**config.mk**
```make
export PLATFORM = sky130hd
export DESIGN_NAME = rcc_top
export DESIGN_NICKNAME = d
export VERILOG_FILES = /design/src/verilog/rcc_pkg.sv /design/src/verilog/rcc_eq_decode.sv /design/src/verilog/rcc_top.sv
export VERILOG_INCLUDE_DIRS = /design/src /design/src/verilog
export SDC_FILE = /design/constraint.sdc
export NUM_CORES = 1
export LEC_CHECK = 0
export BUFFER_PORTS_ARGS = -buffer_cell sky130_fd_sc_hd__buf_2
export CAP_MARGIN = 20
export CORE_MARGIN = 10
export CORE_UTILIZATION = 47
export DETAILED_ROUTE_END_ITERATION = 8
export GPL_TIMING_DRIVEN = 0
export HOLD_SLACK_MARGIN = 0.12
export PLACE_DENSITY = 0.74
export SLEW_MARGIN = 20
export SYNTH_ARGS = -nofsm -noshare
export SYNTH_HDL_FRONTEND = slang
export SYNTH_SLANG_ARGS = --single-unit
```
**constraint.sdc**
```tcl
create_clock -name pclk -period 1.7 [get_ports pclk]
set_input_delay 0.085 -clock pclk [delete_from_list [all_inputs] [get_ports pclk]]
set_output_delay 0.085 -clock pclk [all_outputs]
set_load 0.1 [all_outputs]
```
**src/verilog/rcc_map.svh**
```systemverilog
// rcc_map.svh: register offsets, field positions, reset values and pin codes for the repeater config block
// assumes: included by the package user files; definitions only
`ifndef RCC_MAP_SVH
`define RCC_MAP_SVH

// ***********************************************
// register byte offsets (apb, one word each)
// ***********************************************
`define RCC_OFS_CTRL      12'h000
`define RCC_OFS_STATUS    12'h004
`define RCC_OFS_ADDR      12'h008
`define RCC_OFS_LANE0     12'h010
`define RCC_LANE_STRIDE   12'h004

// ***********************************************
// lane register fields
// ***********************************************
`define RCC_LN_BST_LSB    0
`define RCC_LN_GST_LSB    3
`define RCC_LN_DEM_LSB    5
`define RCC_LN_TDIS_BIT   8
`define RCC_LN_DEFAULT    9'h000

// ctrl register fields
`define RCC_CT_RATE_LSB   0
`define RCC_CT_IDLE_LSB   2
`define RCC_CT_OVR_BIT    4
`define RCC_CT_DEFAULT    5'h02

// three-level pin codes
`define RCC_TL_LOW        2'h0
`define RCC_TL_HIGH       2'h1
`define RCC_TL_FLOAT      2'h2

// rate codes
`define RCC_RATE_GEN1     2'h0
`define RCC_RATE_GEN2     2'h1
`define RCC_RATE_AUTO     2'h2

`endif

```
**src/verilog/rcc_pkg.sv**
```systemverilog
// rcc_pkg.sv: types shared by the repeater config block
// assumes: rcc_map.svh holds the numbers
package rcc_pkg;
  typedef logic [1:0] rcc_tl_t;
  typedef logic [1:0] rcc_gst_t;
  typedef logic [2:0] rcc_bst_t;
  typedef logic [2:0] rcc_dem_t;
  typedef logic [1:0] rcc_rate_t;
endpackage : rcc_pkg

```
**src/verilog/rcc_eq_decode.sv**
```systemverilog
// rcc_eq_decode.sv: decode of the two three-level eq pins into gain-stage and boost codes
// assumes: pin levels are already resolved to low, high or float
`timescale 1ns/1ps
`include "rcc_map.svh"

module rcc_eq_decode
  import rcc_pkg::*;
(
  input  wire rcc_pkg::rcc_tl_t  eq_hi,
  input  wire rcc_pkg::rcc_tl_t  eq_lo,
  output rcc_pkg::rcc_gst_t      gain_stage_code,
  output rcc_pkg::rcc_bst_t      boost_level_code
);

  always_comb
  begin
    gain_stage_code  = 2'h0;
    boost_level_code = 3'h0;
    case ({eq_hi, eq_lo})
      {`RCC_TL_FLOAT, `RCC_TL_FLOAT}: {gain_stage_code, boost_level_code} = {2'h0, 3'h0};  // [RULE14]
      {`RCC_TL_HIGH,  `RCC_TL_HIGH }: {gain_stage_code, boost_level_code} = {2'h1, 3'h2};  // [RULE15]
      {`RCC_TL_LOW,   `RCC_TL_LOW  }: {gain_stage_code, boost_level_code} = {2'h2, 3'h0};  // [RULE16]
      {`RCC_TL_FLOAT, `RCC_TL_LOW  }: {gain_stage_code, boost_level_code} = {2'h2, 3'h2};  // [RULE17]
      {`RCC_TL_FLOAT, `RCC_TL_HIGH }: {gain_stage_code, boost_level_code} = {2'h2, 3'h5};  // [RULE18]
      {`RCC_TL_LOW,   `RCC_TL_HIGH }: {gain_stage_code, boost_level_code} = {2'h2, 3'h7};  // [RULE19]
      {`RCC_TL_HIGH,  `RCC_TL_LOW  }: {gain_stage_code, boost_level_code} = {2'h3, 3'h1};  // [RULE20]
      {`RCC_TL_LOW,   `RCC_TL_FLOAT}: {gain_stage_code, boost_level_code} = {2'h3, 3'h3};  // [RULE20]
      {`RCC_TL_HIGH,  `RCC_TL_FLOAT}: {gain_stage_code, boost_level_code} = {2'h3, 3'h5};  // [RULE20]
      default:                        {gain_stage_code, boost_level_code} = {2'h0, 3'h0};
    endcase
  end

endmodule : rcc_eq_decode

```
**src/verilog/rcc_top.sv**
```systemverilog
// rcc_top.sv: configuration control of a four-lane repeater: pin mode, register mode, apb slave
// assumes: pins synchronous to pclk; each three-level pin arrives as drive_en/level pair from the pad
//
// Function
// RULE1 - mode select low means pin mode, high means register mode.
// RULE2 - pin mode takes eq and de-emphasis from pins, side A and B separately.
// RULE3 - nonzero de-emphasis raises output swing to the level tied to it.
// RULE4 - pin mode termination pins choose 50 ohm or high-impedance termination.
// RULE5 - pin mode rate input chooses forced gen1, forced gen2 or auto detect.
// RULE6 - register mode sets eq, de-emphasis, termination disable per lane.
// RULE7 - entering register mode moves rate, eq, de-emphasis to registers at once.
// RULE8 - register mode turns the four eq/de-emphasis pins into address straps.
// RULE9 - other pins act until override set, then ignored until mode select low.
// RULE10 - registers go to defaults at reset and whenever mode select is low.
// RULE11 - cable-absent in register mode keeps all register contents.
// RULE12 - eq is a two-bit gain stage plus three-bit boost, all via registers.
// RULE13 - each select pin is decoded as high, low or floating.
// RULE14 - both eq pins floating gives gain 00 boost 000.
// RULE15 - both eq pins high gives gain 01 boost 010.
// RULE16 - both eq pins low gives gain 10 boost 000.
// RULE17 - upper float, lower low gives gain 10 boost 010.
// RULE18 - upper float, lower high gives gain 10 boost 101.
// RULE19 - upper low, lower high gives gain 10 boost 111.
// RULE20 - gain 11 with boost 001, 011, 101 for the three remaining pin pairs.
// RULE21 - cable-absent high means low power, low means normal operation.
// RULE22 - in register mode the rate pin is ignored, rate follows register.
// RULE23 - host uses the strap-formed slave address; device answers only that address.
`timescale 1ns/1ps
`include "rcc_map.svh"

module rcc_top
  import rcc_pkg::*;
#(
  parameter int LANES = 4
)
(
  input  wire logic                    pclk,
  input  wire logic                    presetn,
  input  wire logic                    psel,
  input  wire logic                    penable,
  input  wire logic                    pwrite,
  input  wire logic [11:0]             paddr,
  input  wire logic [31:0]             pwdata,
  output logic      [31:0]             prdata,
  output logic                         pready,
  output logic                         pslverr,
  input  wire logic                    smbus_mode_select,
  input  wire logic [1:0]              eq_select_high_pin_drv,
  input  wire logic [1:0]              eq_select_high_pin_lvl,
  input  wire logic [1:0]              eq_select_low_pin_drv,
  input  wire logic [1:0]              eq_select_low_pin_lvl,
  input  wire logic [3:0]              deemph_select_pins_drv,
  input  wire logic [3:0]              deemph_select_pins_lvl,
  input  wire logic                    rate_pin_drv,
  input  wire logic                    rate_pin_lvl,
  input  wire logic [1:0]              termination_ctrl_pins,
  input  wire logic                    idle_ctrl_pin,
  input  wire logic                    cable_absent_pin,
  input  wire logic [6:0]              smbus_target_addr,
  output logic      [3:0]              smbus_addr_straps,
  output logic                         smbus_addr_match,
  output logic      [2*LANES-1:0]      gain_stage_code,
  output logic      [3*LANES-1:0]      boost_level_code,
  output logic      [3*LANES-1:0]      deemph_code,
  output logic      [LANES-1:0]        output_swing_boost,
  output logic      [LANES-1:0]        termination_high_z,
  output logic      [1:0]              rate_code,
  output logic                         idle_manual,
  output logic                         low_power
);
  import rcc_pkg::*;

  // ***********************************************
  // three-level pin resolve
  // ***********************************************
  function automatic rcc_tl_t tl(input logic drv, input logic lvl);
    tl = drv ? (lvl ? `RCC_TL_HIGH : `RCC_TL_LOW) : `RCC_TL_FLOAT;  // [RULE13]
  endfunction : tl

  rcc_tl_t   eqh_a;
  rcc_tl_t   eqh_b;
  rcc_tl_t   eql_a;
  rcc_tl_t   eql_b;
  rcc_gst_t  pin_gst_a;
  rcc_gst_t  pin_gst_b;
  rcc_bst_t  pin_bst_a;
  rcc_bst_t  pin_bst_b;
  rcc_dem_t  pin_dem_a;
  rcc_dem_t  pin_dem_b;
  rcc_rate_t pin_rate;

  assign eqh_a = tl(eq_select_high_pin_drv[0], eq_select_high_pin_lvl[0]);
  assign eqh_b = tl(eq_select_high_pin_drv[1], eq_select_high_pin_lvl[1]);
  assign eql_a = tl(eq_select_low_pin_drv[0], eq_select_low_pin_lvl[0]);
  assign eql_b = tl(eq_select_low_pin_drv[1], eq_select_low_pin_lvl[1]);

  // ***********************************************
  // per-side eq decode
  // ***********************************************
  // side a and b decoded separately
  rcc_eq_decode u_eq_a (  // [RULE2]
    .eq_hi            (eqh_a),
    .eq_lo            (eql_a),
    .gain_stage_code  (pin_gst_a),
    .boost_level_code (pin_bst_a)
  );

  rcc_eq_decode u_eq_b (  // [RULE2]
    .eq_hi            (eqh_b),
    .eq_lo            (eql_b),
    .gain_stage_code  (pin_gst_b),
    .boost_level_code (pin_bst_b)
  );

  // ***********************************************
  // de-emphasis and rate pins
  // ***********************************************
  // de-emphasis code of {dem1,dem0}: driven pairs give 0..3, pairs with one float pin give 4..7
  function automatic rcc_dem_t dem_of(input rcc_tl_t d1, input rcc_tl_t d0);
    case ({d1, d0})
      {`RCC_TL_LOW,   `RCC_TL_LOW  }: dem_of = 3'h0;
      {`RCC_TL_LOW,   `RCC_TL_HIGH }: dem_of = 3'h1;
      {`RCC_TL_HIGH,  `RCC_TL_LOW  }: dem_of = 3'h2;
      {`RCC_TL_HIGH,  `RCC_TL_HIGH }: dem_of = 3'h3;
      {`RCC_TL_LOW,   `RCC_TL_FLOAT}: dem_of = 3'h4;
      {`RCC_TL_HIGH,  `RCC_TL_FLOAT}: dem_of = 3'h5;
      {`RCC_TL_FLOAT, `RCC_TL_LOW  }: dem_of = 3'h6;
      {`RCC_TL_FLOAT, `RCC_TL_HIGH }: dem_of = 3'h7;
      default:                        dem_of = 3'h0;  // reserved pair falls back to none
    endcase
  endfunction : dem_of

  assign pin_dem_a = dem_of(tl(deemph_select_pins_drv[1], deemph_select_pins_lvl[1]),
                            tl(deemph_select_pins_drv[0], deemph_select_pins_lvl[0]));  // [RULE2]
  assign pin_dem_b = dem_of(tl(deemph_select_pins_drv[3], deemph_select_pins_lvl[3]),
                            tl(deemph_select_pins_drv[2], deemph_select_pins_lvl[2]));  // [RULE2]
  assign pin_rate  = tl(rate_pin_drv, rate_pin_lvl);  // [RULE5]

  // ***********************************************
  // registers
  // ***********************************************
  logic [8:0]  lane_r [LANES];
  logic [4:0]  ctrl_r;
  logic        ovr_r;
  logic        reg_mode;
  logic        acc;
  logic        wr;
  logic        hit_lane;
  logic [1:0]  lane_idx;
  logic [11:0] lane_ofs;
  logic        mapped;

  // ***********************************************
  // mode and address decode
  // ***********************************************
  assign reg_mode = smbus_mode_select;  // [RULE1]
  assign acc      = psel & penable;
  assign wr       = acc & pwrite;
  assign lane_ofs = paddr - `RCC_OFS_LANE0;
  assign hit_lane = (paddr >= `RCC_OFS_LANE0) && (lane_ofs < 12'(LANES * 4)) && (paddr[1:0] == 2'h0);
  assign lane_idx = lane_ofs[3:2];
  assign mapped   = hit_lane || paddr == `RCC_OFS_CTRL || paddr == `RCC_OFS_STATUS
                    || paddr == `RCC_OFS_ADDR;

  // ***********************************************
  // lane registers
  // ***********************************************
  // cable-absent does not touch these; only reset and mode-select low clear them
  genvar gi;
  generate
    for (gi = 0; gi < LANES; gi++)
    begin : g_lane
      always_ff @(posedge pclk or negedge presetn)
      begin
        if (!presetn)
          lane_r[gi] <= `RCC_LN_DEFAULT;  // [RULE10]
        else if (!reg_mode)
          lane_r[gi] <= `RCC_LN_DEFAULT;  // [RULE10] [RULE11]
        else if (wr && hit_lane && lane_idx == 2'(gi))
          lane_r[gi] <= pwdata[8:0];  // [RULE6] [RULE12]
      end
    end
  endgenerate

  // ***********************************************
  // control register and override
  // ***********************************************
  always_ff @(posedge pclk or negedge presetn)
  begin
    if (!presetn)
      ctrl_r <= `RCC_CT_DEFAULT;
    else if (!reg_mode)
      ctrl_r <= `RCC_CT_DEFAULT;  // [RULE10]
    else if (wr && paddr == `RCC_OFS_CTRL)
      ctrl_r <= pwdata[4:0];
  end

  // override is sticky until mode select drops
  always_ff @(posedge pclk or negedge presetn)
  begin
    if (!presetn)
      ovr_r <= 1'b0;
    else if (!reg_mode)
      ovr_r <= 1'b0;  // [RULE9]
    else if (wr && paddr == `RCC_OFS_CTRL && pwdata[`RCC_CT_OVR_BIT])
      ovr_r <= 1'b1;  // [RULE9]
  end

  // ***********************************************
  // read mux
  // ***********************************************
  // kept apart so prdata is one plain flop loaded in the setup cycle
  logic [31:0] rd_word;

  always_comb
  begin
    rd_word = 32'h0;
    if (hit_lane)
      rd_word = {23'h0, lane_r[lane_idx]};
    else if (paddr == `RCC_OFS_CTRL)
      rd_word = {27'h0, ovr_r, ctrl_r[3:0]};
    else if (paddr == `RCC_OFS_STATUS)
      rd_word = {28'h0, cable_absent_pin, low_power, reg_mode, ovr_r};
    else if (paddr == `RCC_OFS_ADDR)
      rd_word = {28'h0, smbus_addr_straps};
  end

  // ***********************************************
  // apb slave: zero wait, unmapped gives pslverr
  // ***********************************************
  // no wait states: every transfer takes exactly setup plus one access cycle
  always_ff @(posedge pclk or negedge presetn)
  begin
    if (!presetn)
    begin
      pready  <= 1'b0;
      pslverr <= 1'b0;
      prdata  <= 32'h0;
    end
    else
    begin
      pready  <= psel & ~penable;
      pslverr <= psel & ~penable & ~mapped;
      if (psel && !penable && !pwrite)
        prdata <= rd_word;
    end
  end

  // ***********************************************
  // output selection
  // ***********************************************
  // side a drives lanes 0..1, side b lanes 2..3 in pin mode
  generate
    for (gi = 0; gi < LANES; gi++)
    begin : g_out
      logic     side_b;
      rcc_dem_t dem;
      assign side_b = (gi >= LANES / 2);
      // register mode switches dem in the same cycle; the output flops take it on the next pclk edge
      assign dem = reg_mode ? lane_r[gi][`RCC_LN_DEM_LSB +: 3]
                            : (side_b ? pin_dem_b : pin_dem_a);  // [RULE7]
      always_ff @(posedge pclk or negedge presetn)
      begin
        if (!presetn)
        begin
          gain_stage_code[2*gi +: 2]  <= 2'h0;
          boost_level_code[3*gi +: 3] <= 3'h0;
          deemph_code[3*gi +: 3]      <= 3'h0;
          output_swing_boost[gi]      <= 1'b0;
          termination_high_z[gi]      <= 1'b0;
        end
        else
        begin
          gain_stage_code[2*gi +: 2]  <= reg_mode ? lane_r[gi][`RCC_LN_GST_LSB +: 2]
                                                  : (side_b ? pin_gst_b : pin_gst_a);  // [RULE7] [RULE12]
          boost_level_code[3*gi +: 3] <= reg_mode ? lane_r[gi][`RCC_LN_BST_LSB +: 3]
                                                  : (side_b ? pin_bst_b : pin_bst_a);  // [RULE7] [RULE12]
          deemph_code[3*gi +: 3]      <= dem;
          output_swing_boost[gi]      <= (dem != 3'h0);  // [RULE3]
          if (reg_mode && ovr_r)
            termination_high_z[gi] <= lane_r[gi][`RCC_LN_TDIS_BIT];  // [RULE6] [RULE9]
          else
            termination_high_z[gi] <= side_b ? termination_ctrl_pins[1] : termination_ctrl_pins[0];  // [RULE4]
        end
      end
    end
  endgenerate

  // ***********************************************
  // rate, idle and power
  // ***********************************************
  // low power only follows the pin; register contents are left alone
  always_ff @(posedge pclk or negedge presetn)
  begin
    if (!presetn)
    begin
      rate_code   <= `RCC_RATE_AUTO;
      idle_manual <= 1'b0;
      low_power   <= 1'b0;
    end
    else
    begin
      rate_code   <= reg_mode ? ctrl_r[`RCC_CT_RATE_LSB +: 2] : pin_rate;  // [RULE5] [RULE22]
      idle_manual <= (reg_mode && ovr_r) ? ctrl_r[`RCC_CT_IDLE_LSB] : idle_ctrl_pin;  // [RULE9]
      low_power   <= cable_absent_pin;  // [RULE21]
    end
  end

  // ***********************************************
  // smbus address straps
  // ***********************************************
  // straps come from side a pins only; side b pins are left unused in register mode
  logic [3:0] straps;
  assign straps = {deemph_select_pins_lvl[1], deemph_select_pins_lvl[0],
                   eq_select_low_pin_lvl[0], eq_select_high_pin_lvl[0]};

  always_ff @(posedge pclk or negedge presetn)
  begin
    if (!presetn)
    begin
      smbus_addr_straps <= 4'h0;
      smbus_addr_match  <= 1'b0;
    end
    else
    begin
      smbus_addr_straps <= reg_mode ? straps : 4'h0;  // [RULE8]
      smbus_addr_match  <= reg_mode && (smbus_target_addr[3:0] == straps)
                           && (smbus_target_addr[6:4] == 3'h0);  // [RULE23]
    end
  end

endmodule : rcc_top

```
Yosys cells after proc, flatten, opt, wreduce, memory -nomap -nowiden
Memories as Yosys holds them, arrays and structs flattened.
Cells that the tools add are included.

word-level totals
  flip-flop bits (word level) = 124
  input bits = 79
  logic and storage cells = 144
  bits in read-only memories = 256
  memories = 4

operators by class
  $add $sub $neg = 1
  bitwise logic cells = 7
  eq/ne operators = 12
  reduce and logical (&&, ||, !) cells = 27
  $lt $le $gt $ge = 3
  muxes and demuxes = 56

memories
  name              words  bits a word  read ports  clocked after memory_dff  wr ports  line                 RTL
  (name not given)  16     5            1           0                         0         rcc_eq_decode.sv:19  case ({eq_hi, eq_lo})
  (name not given)  16     5            1           0                         0         rcc_eq_decode.sv:19
  (name not given)  16     3            1           0                         0         rcc_top.sv:120       case ({d1, d0})
  (name not given)  16     3            1           0                         0         rcc_top.sv:120

operators by type and width
  cell                     count
  $mux W32                 3
  $mux W9                  10
  $mux W2                  14
  $mux W3                  8
  $bmux W9 S2              1
  $mux W1                  16
  $mux W4                  4
  $logic_and A1 B1 Y1      14
  $eq A12 B3 Y1 const B    1
  $eq A12 B4 Y1 const B    1
  $ge A12 B5 Y1 const B    1
  $logic_not A12 Y1        1
  $lt A12 B5 Y1 const B    1
  $ne A2 B1 Y1 const B     6
  $reduce_bool A3 Y1       4
  $sub A12 B5 Y12 const B  1
  $and A1 B1 Y1            4
  $eq A2 B2 Y1 const B     2
  $eq A4 B4 Y1             1
  $logic_not A2 Y1         2
  $ge A3 B3 Y1 const B     1
  $logic_not A3 Y1         1
  $logic_or A1 B1 Y1       3
  $not A2 Y3               1
  3 further kinds          5

Longest topological paths before layout
Gate-level depths: netlist (run 1).

  depth after elaboration = 9
  depth in mapped cells = 6
  depth with buffers taken out = 4

Cells and area by module
Synthesis (run 1) repeated with hierarchy kept, for this count alone.

unflattened totals
  cell total of the unflattened synthesis = 457
  area, all modules = 4862.2 µm²

by module, submodules not included
  module         sequential area each (µm²)  cells each  area an instance (µm²)  times used
  rcc_top        2529.9                      411         4511.8                  1
  rcc_eq_decode  0.0                         23          175.2                   2

Least setup slack after synthesis (run 1)
Ideal clock, no wire load.

  path kind = register to register
  from = reg smbus_addr_straps[2]
  to = reg prdata[2]
  path buffers = 0
  slack = 0.140 ns
  clock period less this slack = 1.560 ns
  arrival = 1.464 ns
  cell stages (with the launch flop) = 5
  path through = dfrtp_1 mux2i_1 nor2_1 a211oi_1 o31ai_1

on the way
  longest elaborated chain between the ends = 4

ends and longest elaborated chain
  item                    line            RTL
  start, declared         rcc_top.sv:60   output logic [3:0] smbus_addr_straps,
  start signal, assigned  rcc_top.sv:326  smbus_addr_straps <= reg_mode ? straps : 4'h0;
  $mux W4                 rcc_top.sv:224  else if (paddr == `RCC_OFS_ADDR)
  $mux W32                rcc_top.sv:222  else if (paddr == `RCC_OFS_STATUS)
  $mux W32                rcc_top.sv:220  else if (paddr == `RCC_OFS_CTRL)
  $mux W32                rcc_top.sv:218  if (hit_lane)
  end signal, assigned    rcc_top.sv:245  prdata <= rd_word;
  end, declared           rcc_top.sv:44   output logic [31:0] prdata,

No other way between the ends.
A chain may end at the register's enable or synchronous reset.

Final worst setup path (run 1)
  from = in penable
  to = reg lane_r[16] in the netlist's numbering

on the way
  longest elaborated chain between the ends = 5

ends and longest elaborated chain
  item                               line            RTL
  start, declared                    rcc_top.sv:40   input wire logic penable,
  $and A1 B1 Y1                      rcc_top.sv:157  assign acc = psel & penable;
  $and A1 B1 Y1                      rcc_top.sv:158  assign wr = acc & pwrite;
  $logic_and A1 B1 Y1 (2 in series)  rcc_top.sv:179  else if (wr && hit_lane && lane_idx == 2'(gi))
  $ne A2 B1 Y1 (no source line)      n/a
  end signal, assigned by index      rcc_top.sv:176  lane_r[gi] <= `RCC_LN_DEFAULT;
  end signal, assigned by index      rcc_top.sv:178  lane_r[gi] <= `RCC_LN_DEFAULT;
  end signal, assigned by index      rcc_top.sv:180  lane_r[gi] <= pwdata[8:0];
  end, declared                      rcc_top.sv:142  logic [8:0] lane_r [LANES];

No other way between the ends.

==> results of run 1 <==
-- per-layer routing --
| layer | vias up | part of all wire |
|---|---|---|
| met2 | 184 | 0.47 |
| met3 | 30 | 0.089 |
| met5 | - | 0 |
| met4 | 0 | 0.028 |
| met1 | 1824 | 0.41 |
| li1 | 1816 | - |
-- worst reg2reg max path, stage by stage (launching register included) --
cell and delay (ns):
dfrtp_1 0.40, mux4_2 0.48, a22o_1 0.20, nand2_1 0.07
o21ai_1 0.06
-- kinds of logic after synthesis --
kind of cell	count (synthesis)	synth area share
flops	101	0.544
simple gates	158	0.155
xor+xnor	5	0.00941
mux	54	0.141
buf+inv	63	0.0740
other cells	1	0.000806
compound gates	59	0.0767
-- where the power goes --
group          internal, mW  leakage (nW)  switching, mW  total [mW]
logic                 0.273          1.52           1.10        1.38
registers              2.47          1.33         0.0216        2.50
clock network         0.679        0.0923          0.853        1.53
total                  3.43          2.95           1.98        5.40
-- registers in the layout, summed over array words and instances, names as in the netlist, 2 cells and up --
register / cells
ctrl_r: 4
rate_code: 2
boost_level_code: 12
termination_high_z: 4
smbus_addr_straps: 4
output_swing_boost: 4
deemph_code: 12
lane_r: 36
gain_stage_code: 8
prdata: 9
-- cell type report --
| cell class | instances | area, sq um |
|---|---|---|
| Tap cell | 133 | 166 |
| Clock inverter | 6 | 63.8 |
| Fill cell | 826 | 3700 |
| Sequential cell | 101 | 2530 |
| Clock buffer | 10 | 128 |
| Inverter | 16 | 60.1 |
| Timing Repair Buffer | 146 | 935 |
| Buffer | 47 | 284 |
| Multi-Input combinational cell | 299 | 1860 |
-- synthesized netlist by cell type, types with 3 or more instances --
cell type,number
dfrtp_1,99
nand2_1,87
mux2i_1,44
buf_4,27
nor2_1,22
a21oi_1,20
inv_1,16
o21ai_0,15
clkbuf_1,13
nand3_1,13
nor3_1,10
a211oi_1,9
mux4_2,9
nand2b_1,6
and2_1,5
nor2b_1,5
buf_2,4
o31ai_1,4
xor2_1,4
and3_1,3
-- final timing paths --
| kind | slack [ns] | end | cells after the start | from |
|---|---|---|---|---|
| hold / removal | 0.13 | pslverr$_DFF_PN0_ | 3 | psel |
| min in group asynchronous | 0.19 | output_swing_boost[1]$_DFF_PN0_ | 2 | presetn |
| setup reg to reg | 0.37 | prdata[4]$_DFFE_PN0P_ | 4 | lane_r[4]$_DFFE_PN0P_ |
| hold reg to reg | 0.49 | prdata[0]$_DFFE_PN0P_ | 2 | prdata[0]$_DFFE_PN0P_ |
| max in group asynchronous | 0.84 | ctrl_r[1]$_DFFE_PN1P_ | 3 | presetn |
| setup / recovery | 0.11 | lane_r[16]$_DFFE_PN0P_ | 7 | penable |
-- cell usage in the layout, fill, tap and decap left out, drive strengths merged, types with 4 or more instances in the layout --
cell type / n
and2: 5
nand2: 87
a21oi: 20
nand2b: 6
dlygate4sd3: 35
nor2b: 5
mux2i: 44
buf: 144
clkbuf: 24
nand3: 13
xor2: 4
o31ai: 4
o21ai: 16
mux4: 9
conb: 23
inv: 16
dfrtp: 99
nor3: 10
a211oi: 9
nor2: 23
==> flow_metrics.py, run 1 <==
metrics = {
    "logic_synthesis": {
        "synth_top_area_cell": "dfrtp_1",
        "synth-edff-count": 0,
        "yosysWarnings": 0,
        "synthArstFlopShare": 1.00,
        "syn_avg_cell_area_sq_um": 10.5,
        "synth-seq-cells": 101,
        "ys.flop_type": "dfrtp_1",
        "syn_area_sq_um": 4650,
        "synthTopCellsByArea": "dfrtp_1 (53%), mux2i_1 (9.5%), nand2_1 (7.0%)",
        "syn_inst": 441,
        "synth_top_area_frac": 0.533,
        "yosysUniqueCellTypes": 40,
        "synth-seq-area-share": 0.544,
    },
    "timing": {
        "setup_viol": 0,
        "slew_violations": 0,
        "fmax_ghz": 0.629,
        "post-route-min-period_ns": 1.59,
        "skew_ns": 0.00964,
        "hold_viol_final": 0,
        "layout_setup_ws_ns": 0.111,
        "worst_pin_slew_ns": 0.643,
        "hold_slack_ns": 0.128,
        "final.setup.tns_ns": 0,
        "slew_headroom": 0.571,
        "period_share": 0.935,
        "rsz0062_at_grt": "no",
    },
    "grt": {
        "track_usage": 0.187,
        "grt_pass1_vias": 3976,
        "use_met2": 0.301,
        "grt.busiest_layer": "met2",
        "grt_max_degree": 61,
        "met3_usage": 0.0543,
        "antenna_found_initial": 0,
        "use_met1": 0.231,
        "grt_overflow": 0,
        "grt_pass1_wl_um": 21300,
    },
    "placement": {
        "placed_cell_area_sq_um": 5490,
        "gp_congestion": 0.851,
        "dp_slack_ns": -0.192,
        "portBuffers": 110,
        "dpl.hpwl_um": 9920,
        "dpl.cell_count": 707,
    },
    "route": {
        "wl_per_cell_um": 17.8,
        "vias": 3854,
        "first_pass_iters": 5,
        "drt-initial-drc-count": 315,
        "final_antenna_net_count": 0,
        "routed_via_density": 5.08,
        "drc_errors": 0,
        "wirelength_um": 13500,
    },
    "floorplan": {
        "coreArea_sq_um": 9730,
        "die_w_um": 119,
        "die-height_um": 119,
        "row_count": 36,
        "dieArea_sq_um": 14300,
        "boundaryPins": 162,
        "start_util": 0.478,
    },
    "clocking": {
        "clk_path_buf_depth": 2,
        "cts_post_setup_buffers_inserted": 0,
        "cts_buffers": 9,
        "hold_buffers": 35,
        "cts_resized": 0,
        "cts_tree": "done",
        "worstSkewPairLatency_ns": 0.37,
        "cts_root_buf": "clkbuf_8",
        "cts.sinks": 101,
        "path_clk_slew_ns": 0.09,
        "cts_max_level": 3,
    },
    "critical_path": {
        "critPathLaunchType": "primary input",
        "slowest_delay_ns": 0.52,
        "crit_type": "in2reg",
        "crit_slowest_cell": "dlygate4sd3_1",
        "cp_max_fo": 9,
        "critical_path_arrival_ns": 1.88,
        "crit_buf_inv": 3,
        "path_delay_family": "buffers and inverters",
        "required_ns": 1.99,
        "crit_chain": "dlygate4sd3_1 > buf_2 > and3_1 > nand4_2 > nor3b_2 > buf_4 > mux2i_1",
        "cp-end-kind": "flop",
    },
    "cells_and_area": {
        "drive_gt1_frac": 0.280,
        "final_area_sq_um": 6030,
        "syn2layout_area_growth_pct": 29.6,
        "post-route-util": 0.619,
        "n_antenna_cell": 0,
        "finalNonFillerCells": 758,
        "finalNetCount": 699,
    },
    "job": {
        "cap_violations": 0,
    },
    "power_and_ir_drop": {
        "p_leak_nw": 2.95,
        "peakVddDrop_mv": 0.503,
        "p_total_mw": 5.40,
        "pwr_density_cell_nw_per_um2": 897,
    },
    "outcome": {
        "status": "complete, no violations",
    },
    "hold_path": {
        "hp-class": "in2reg",
    },
}
Power figures use the tool's default switching activity.
==> run 2, diff against run 1 <==
--- a/config.mk
+++ b/config.mk
@@ -6,10 +6,12 @@
 export SDC_FILE = /design/constraint.sdc
 export NUM_CORES = 1
 export LEC_CHECK = 0
+export ABC_AREA = 1
 export BUFFER_PORTS_ARGS = -buffer_cell sky130_fd_sc_hd__buf_2
 export CAP_MARGIN = 20
 export CORE_MARGIN = 10
 export CORE_UTILIZATION = 47
+export CTS_CLUSTER_SIZE = 40
 export DETAILED_ROUTE_END_ITERATION = 8
 export GPL_TIMING_DRIVEN = 0
 export HOLD_SLACK_MARGIN = 0.12
==> flow_metrics.py, run 2 <==
metrics = {
    "logic_synthesis": {
        "synthArstFlopShare": 1.00,
        "synth_common_cells": "nand2_1 (177), dfrtp_1 (99), nand3_1 (52), inv_1 (38), nor2_1 (34)",
        "syn_avg_cell_area_sq_um": 8.49,
        "synthTopCellsByArea": "dfrtp_1 (53%), nand2_1 (14%), nand3_1 (5.6%)",
        "syn_area_sq_um": 4650,
        "synth-edff-count": 0,
        "yosysWarnings": 0,
        "yosysUniqueCellTypes": 35,
        "synth-seq-cells": 101,
        "synth_top_area_cell": "dfrtp_1",
        "synth_top_area_frac": 0.533,
        "synth-seq-area-share": 0.544,
        "syn_inst": 548,
        "synth_most_common_cell": "nand2_1",
        "ys.flop_type": "dfrtp_1",
    },
    "cells_and_area": {
        "n_antenna_cell": 0,
        "reg_top3": "lane_r x36, boost_level_code x12, deemph_code x12",
        "drive_gt1_frac": 0.257,
        "syn2layout_area_growth_pct": 32.0,
        "post-route-util": 0.634,
        "fill_cells": 822,
        "finalNonFillerCells": 875,
        "final_cell_mix": "nand2_1 (176), buf_2 (119), dfrtp_1 (99), nand3_1 (52), dlygate4sd3_1 (40)",
        "regMostFlops": "lane_r",
        "layout_commonest_cell": "nand2_1",
        "largest_reg_flops": 36,
        "finalNetCount": 816,
    },
    "floorplan": {
        "coreArea_sq_um": 9680,
        "boundaryPins": 162,
        "die-height_um": 119,
        "dieArea_sq_um": 14300,
        "start_util": 0.480,
        "die_w_um": 119,
        "row_count": 36,
    },
    "route": {
        "wirelength_um": 13700,
        "wl_per_cell_um": 15.6,
        "first_pass_iters": 5,
        "vias": 4423,
        "routed_via_density": 5.05,
        "drc_errors": 0,
        "drt-initial-drc-count": 326,
        "final_antenna_net_count": 0,
    },
    "power_and_ir_drop": {
        "power_switching_mw": 1.92,
        "intPower_mw": 3.46,
        "swShare": 0.357,
        "pwr_density_cell_nw_per_um2": 876,
        "peakVddDrop_mv": 0.394,
        "clockPowerShare": 0.286,
        "pwr-share-seq": 0.463,
        "p_leak_nw": 3.33,
        "combPwrFrac": 0.251,
    },
    "hold_path": {
        "worstHoldPathCells": 4,
        "hp-start": "smbus_target_addr[1]",
        "hp-class": "in2reg",
        "whs_endpoint": "smbus_addr_match$_DFF_PN0_",
    },
    "grt": {
        "grt_overflow": 0,
        "use_met1": 0.233,
        "grt.busiest_layer": "met2",
        "antenna_found_initial": 0,
        "grt_max_degree": 70,
        "use_met2": 0.308,
        "grt_pass1_wl_um": 22500,
        "met3_usage": 0.0496,
        "grt_pass1_vias": 4571,
        "track_usage": 0.190,
    },
    "timing": {
        "skew_ns": 0.00672,
        "rsz0062_at_grt": "no",
        "post-route-min-period_ns": 1.57,
        "hold_viol_final": 0,
        "fmax_ghz": 0.637,
        "slew_violations": 0,
        "period_share": 0.924,
        "final.setup.tns_ns": 0,
        "hold_slack_ns": 0.146,
        "slew_headroom": 0.575,
        "setup_viol": 0,
        "layout_setup_ws_ns": 0.129,
        "worst_pin_slew_ns": 0.638,
    },
    "clocking": {
        "cts_buffers": 9,
        "cts_max_level": 3,
        "path_clk_slew_ns": 0.09,
        "cts_tree": "done",
        "cts_post_setup_buffers_inserted": 0,
        "worstSkewPairLatency_ns": 0.36,
        "clk_path_buf_depth": 2,
        "cts_root_buf": "clkbuf_8",
        "cts.sinks": 101,
    },
    "critical_path": {
        "required_ns": 1.94,
        "critPathLaunchType": "primary input",
        "reg2reg_to": "idle_manual$_DFF_PN0_",
        "timing.rr.start": "ovr_r$_DFFE_PN0P_",
        "rrSetupSlack_ns": 0.59,
        "crit_type": "in2reg",
        "cp_max_fo": 10,
        "critical_path_arrival_ns": 1.81,
        "r2r_cells": 2,
        "cp-end-kind": "flop",
    },
    "placement": {
        "dpl.cell_count": 819,
        "dpl.hpwl_um": 10300,
        "portBuffers": 115,
        "dp_slack_ns": 0.0719,
        "gp_congestion": 0.853,
    },
    "job": {
        "cap_violations": 0,
    },
    "outcome": {
        "status": "complete, no violations",
    },
}
[run 2: cell types whose count changed in the layout (fill, tap and decap cells not counted), moves of 10 or more]
cell / change
nand3_1: +39
nor2_1: +10
a21oi_1: -17
mux2i_1: -44
nand2_1: +89
o21ai_1: +18
inv_1: +22
o21ai_0: +11
[run 2: timing repair]
item / in CTS / in global routing
hold buffers: 40 / 0
setup endpoints to repair: 0 / 31
hold endpoints to repair: 159 / 0
resized for setup: 0 / 7
[run 2: cell type report]
class / count / area, sq um / area share
timing repair buffer: 156 / 1010 / 0.164
inverter: 41 / 158 / 0.0257
sequential: 101 / 2530 / 0.412
tap: 133 / 166 / 0.0271
multi-input combinational: 388 / 1820 / 0.297
clock inverter: 5 / 58.8 / 0.00958
clock buffer: 11 / 141 / 0.0230
buffer: 40 / 250 / 0.0408
[run 2: worst max-delay path by stage]
| stage | from | to | slack, ns | depth (start not counted) |
|---|---|---|---|---|
| final | penable | lane_r[15]$_DFFE_PN0P_ | 0.13 | 8 |
| after global placement | presetn | deemph_code[11]$_DFF_PN0_ | -0.43 | 1 |
| after floorplan | smbus_addr_straps[2]$_DFF_PN0_ | prdata[2]$_DFFE_PN0P_ | 0.29 | 5 |
| after global routing | paddr[2] | lane_r[26]$_DFFE_PN0P_ | 0.03 | 8 |
| after detailed placement | paddr[7] | lane_r[25]$_DFFE_PN0P_ | 0.07 | 8 |
| after CTS | paddr[2] | lane_r[25]$_DFFE_PN0P_ | 0.03 | 8 |
[run 2: cells by family after synthesis]
family,Yosys count,synth area share
buffers and inverters,81,0.0869
AO/OA/AOI/OAI,72,0.0934
multiplexers,1,0.00242
AND/OR/NAND/NOR,290,0.269
other,1,0.000806
XOR/XNOR,2,0.00377
flip-flops,101,0.544
[run 2: power groups by stage]
stage / Combinational, mW / Sequential [mW] / Clock (mW)
global route: 1.42 / 2.50 / 1.65
CTS: 1.34 / 2.49 / 1.56
finish: 1.35 / 2.49 / 1.53
floorplan: 0.433 / 3.09 / 0
detailed placement: 1.27 / 2.54 / 0
global placement: 1.25 / 2.54 / 0
[run 2: metal layers]
metal	vias to the layer above	wire length [um]
li1	2111	-
met4	0	414
met5	-	0
met1	2075	5620
met2	209	6500
met3	28	1150
[run 2: metrics by stage]
step                      power [mW]  instance area, sq um
after floorplan                 3.52                  4730
after global placement          3.79                  5480
after detailed placement        3.81                  5510
after CTS                       5.40                  6110
after global routing            5.57                  6140
final                           5.37                  6140
[run 2: critical path, stage by stage]
cell	delay [ns]
dlygate4sd3_1	0.52
buf_2	0.11
nand2_1	0.06
nor2_2	0.34
nand3_2	0.28
buf_2	0.28
nand3_1	0.08
o21ai_1	0.07
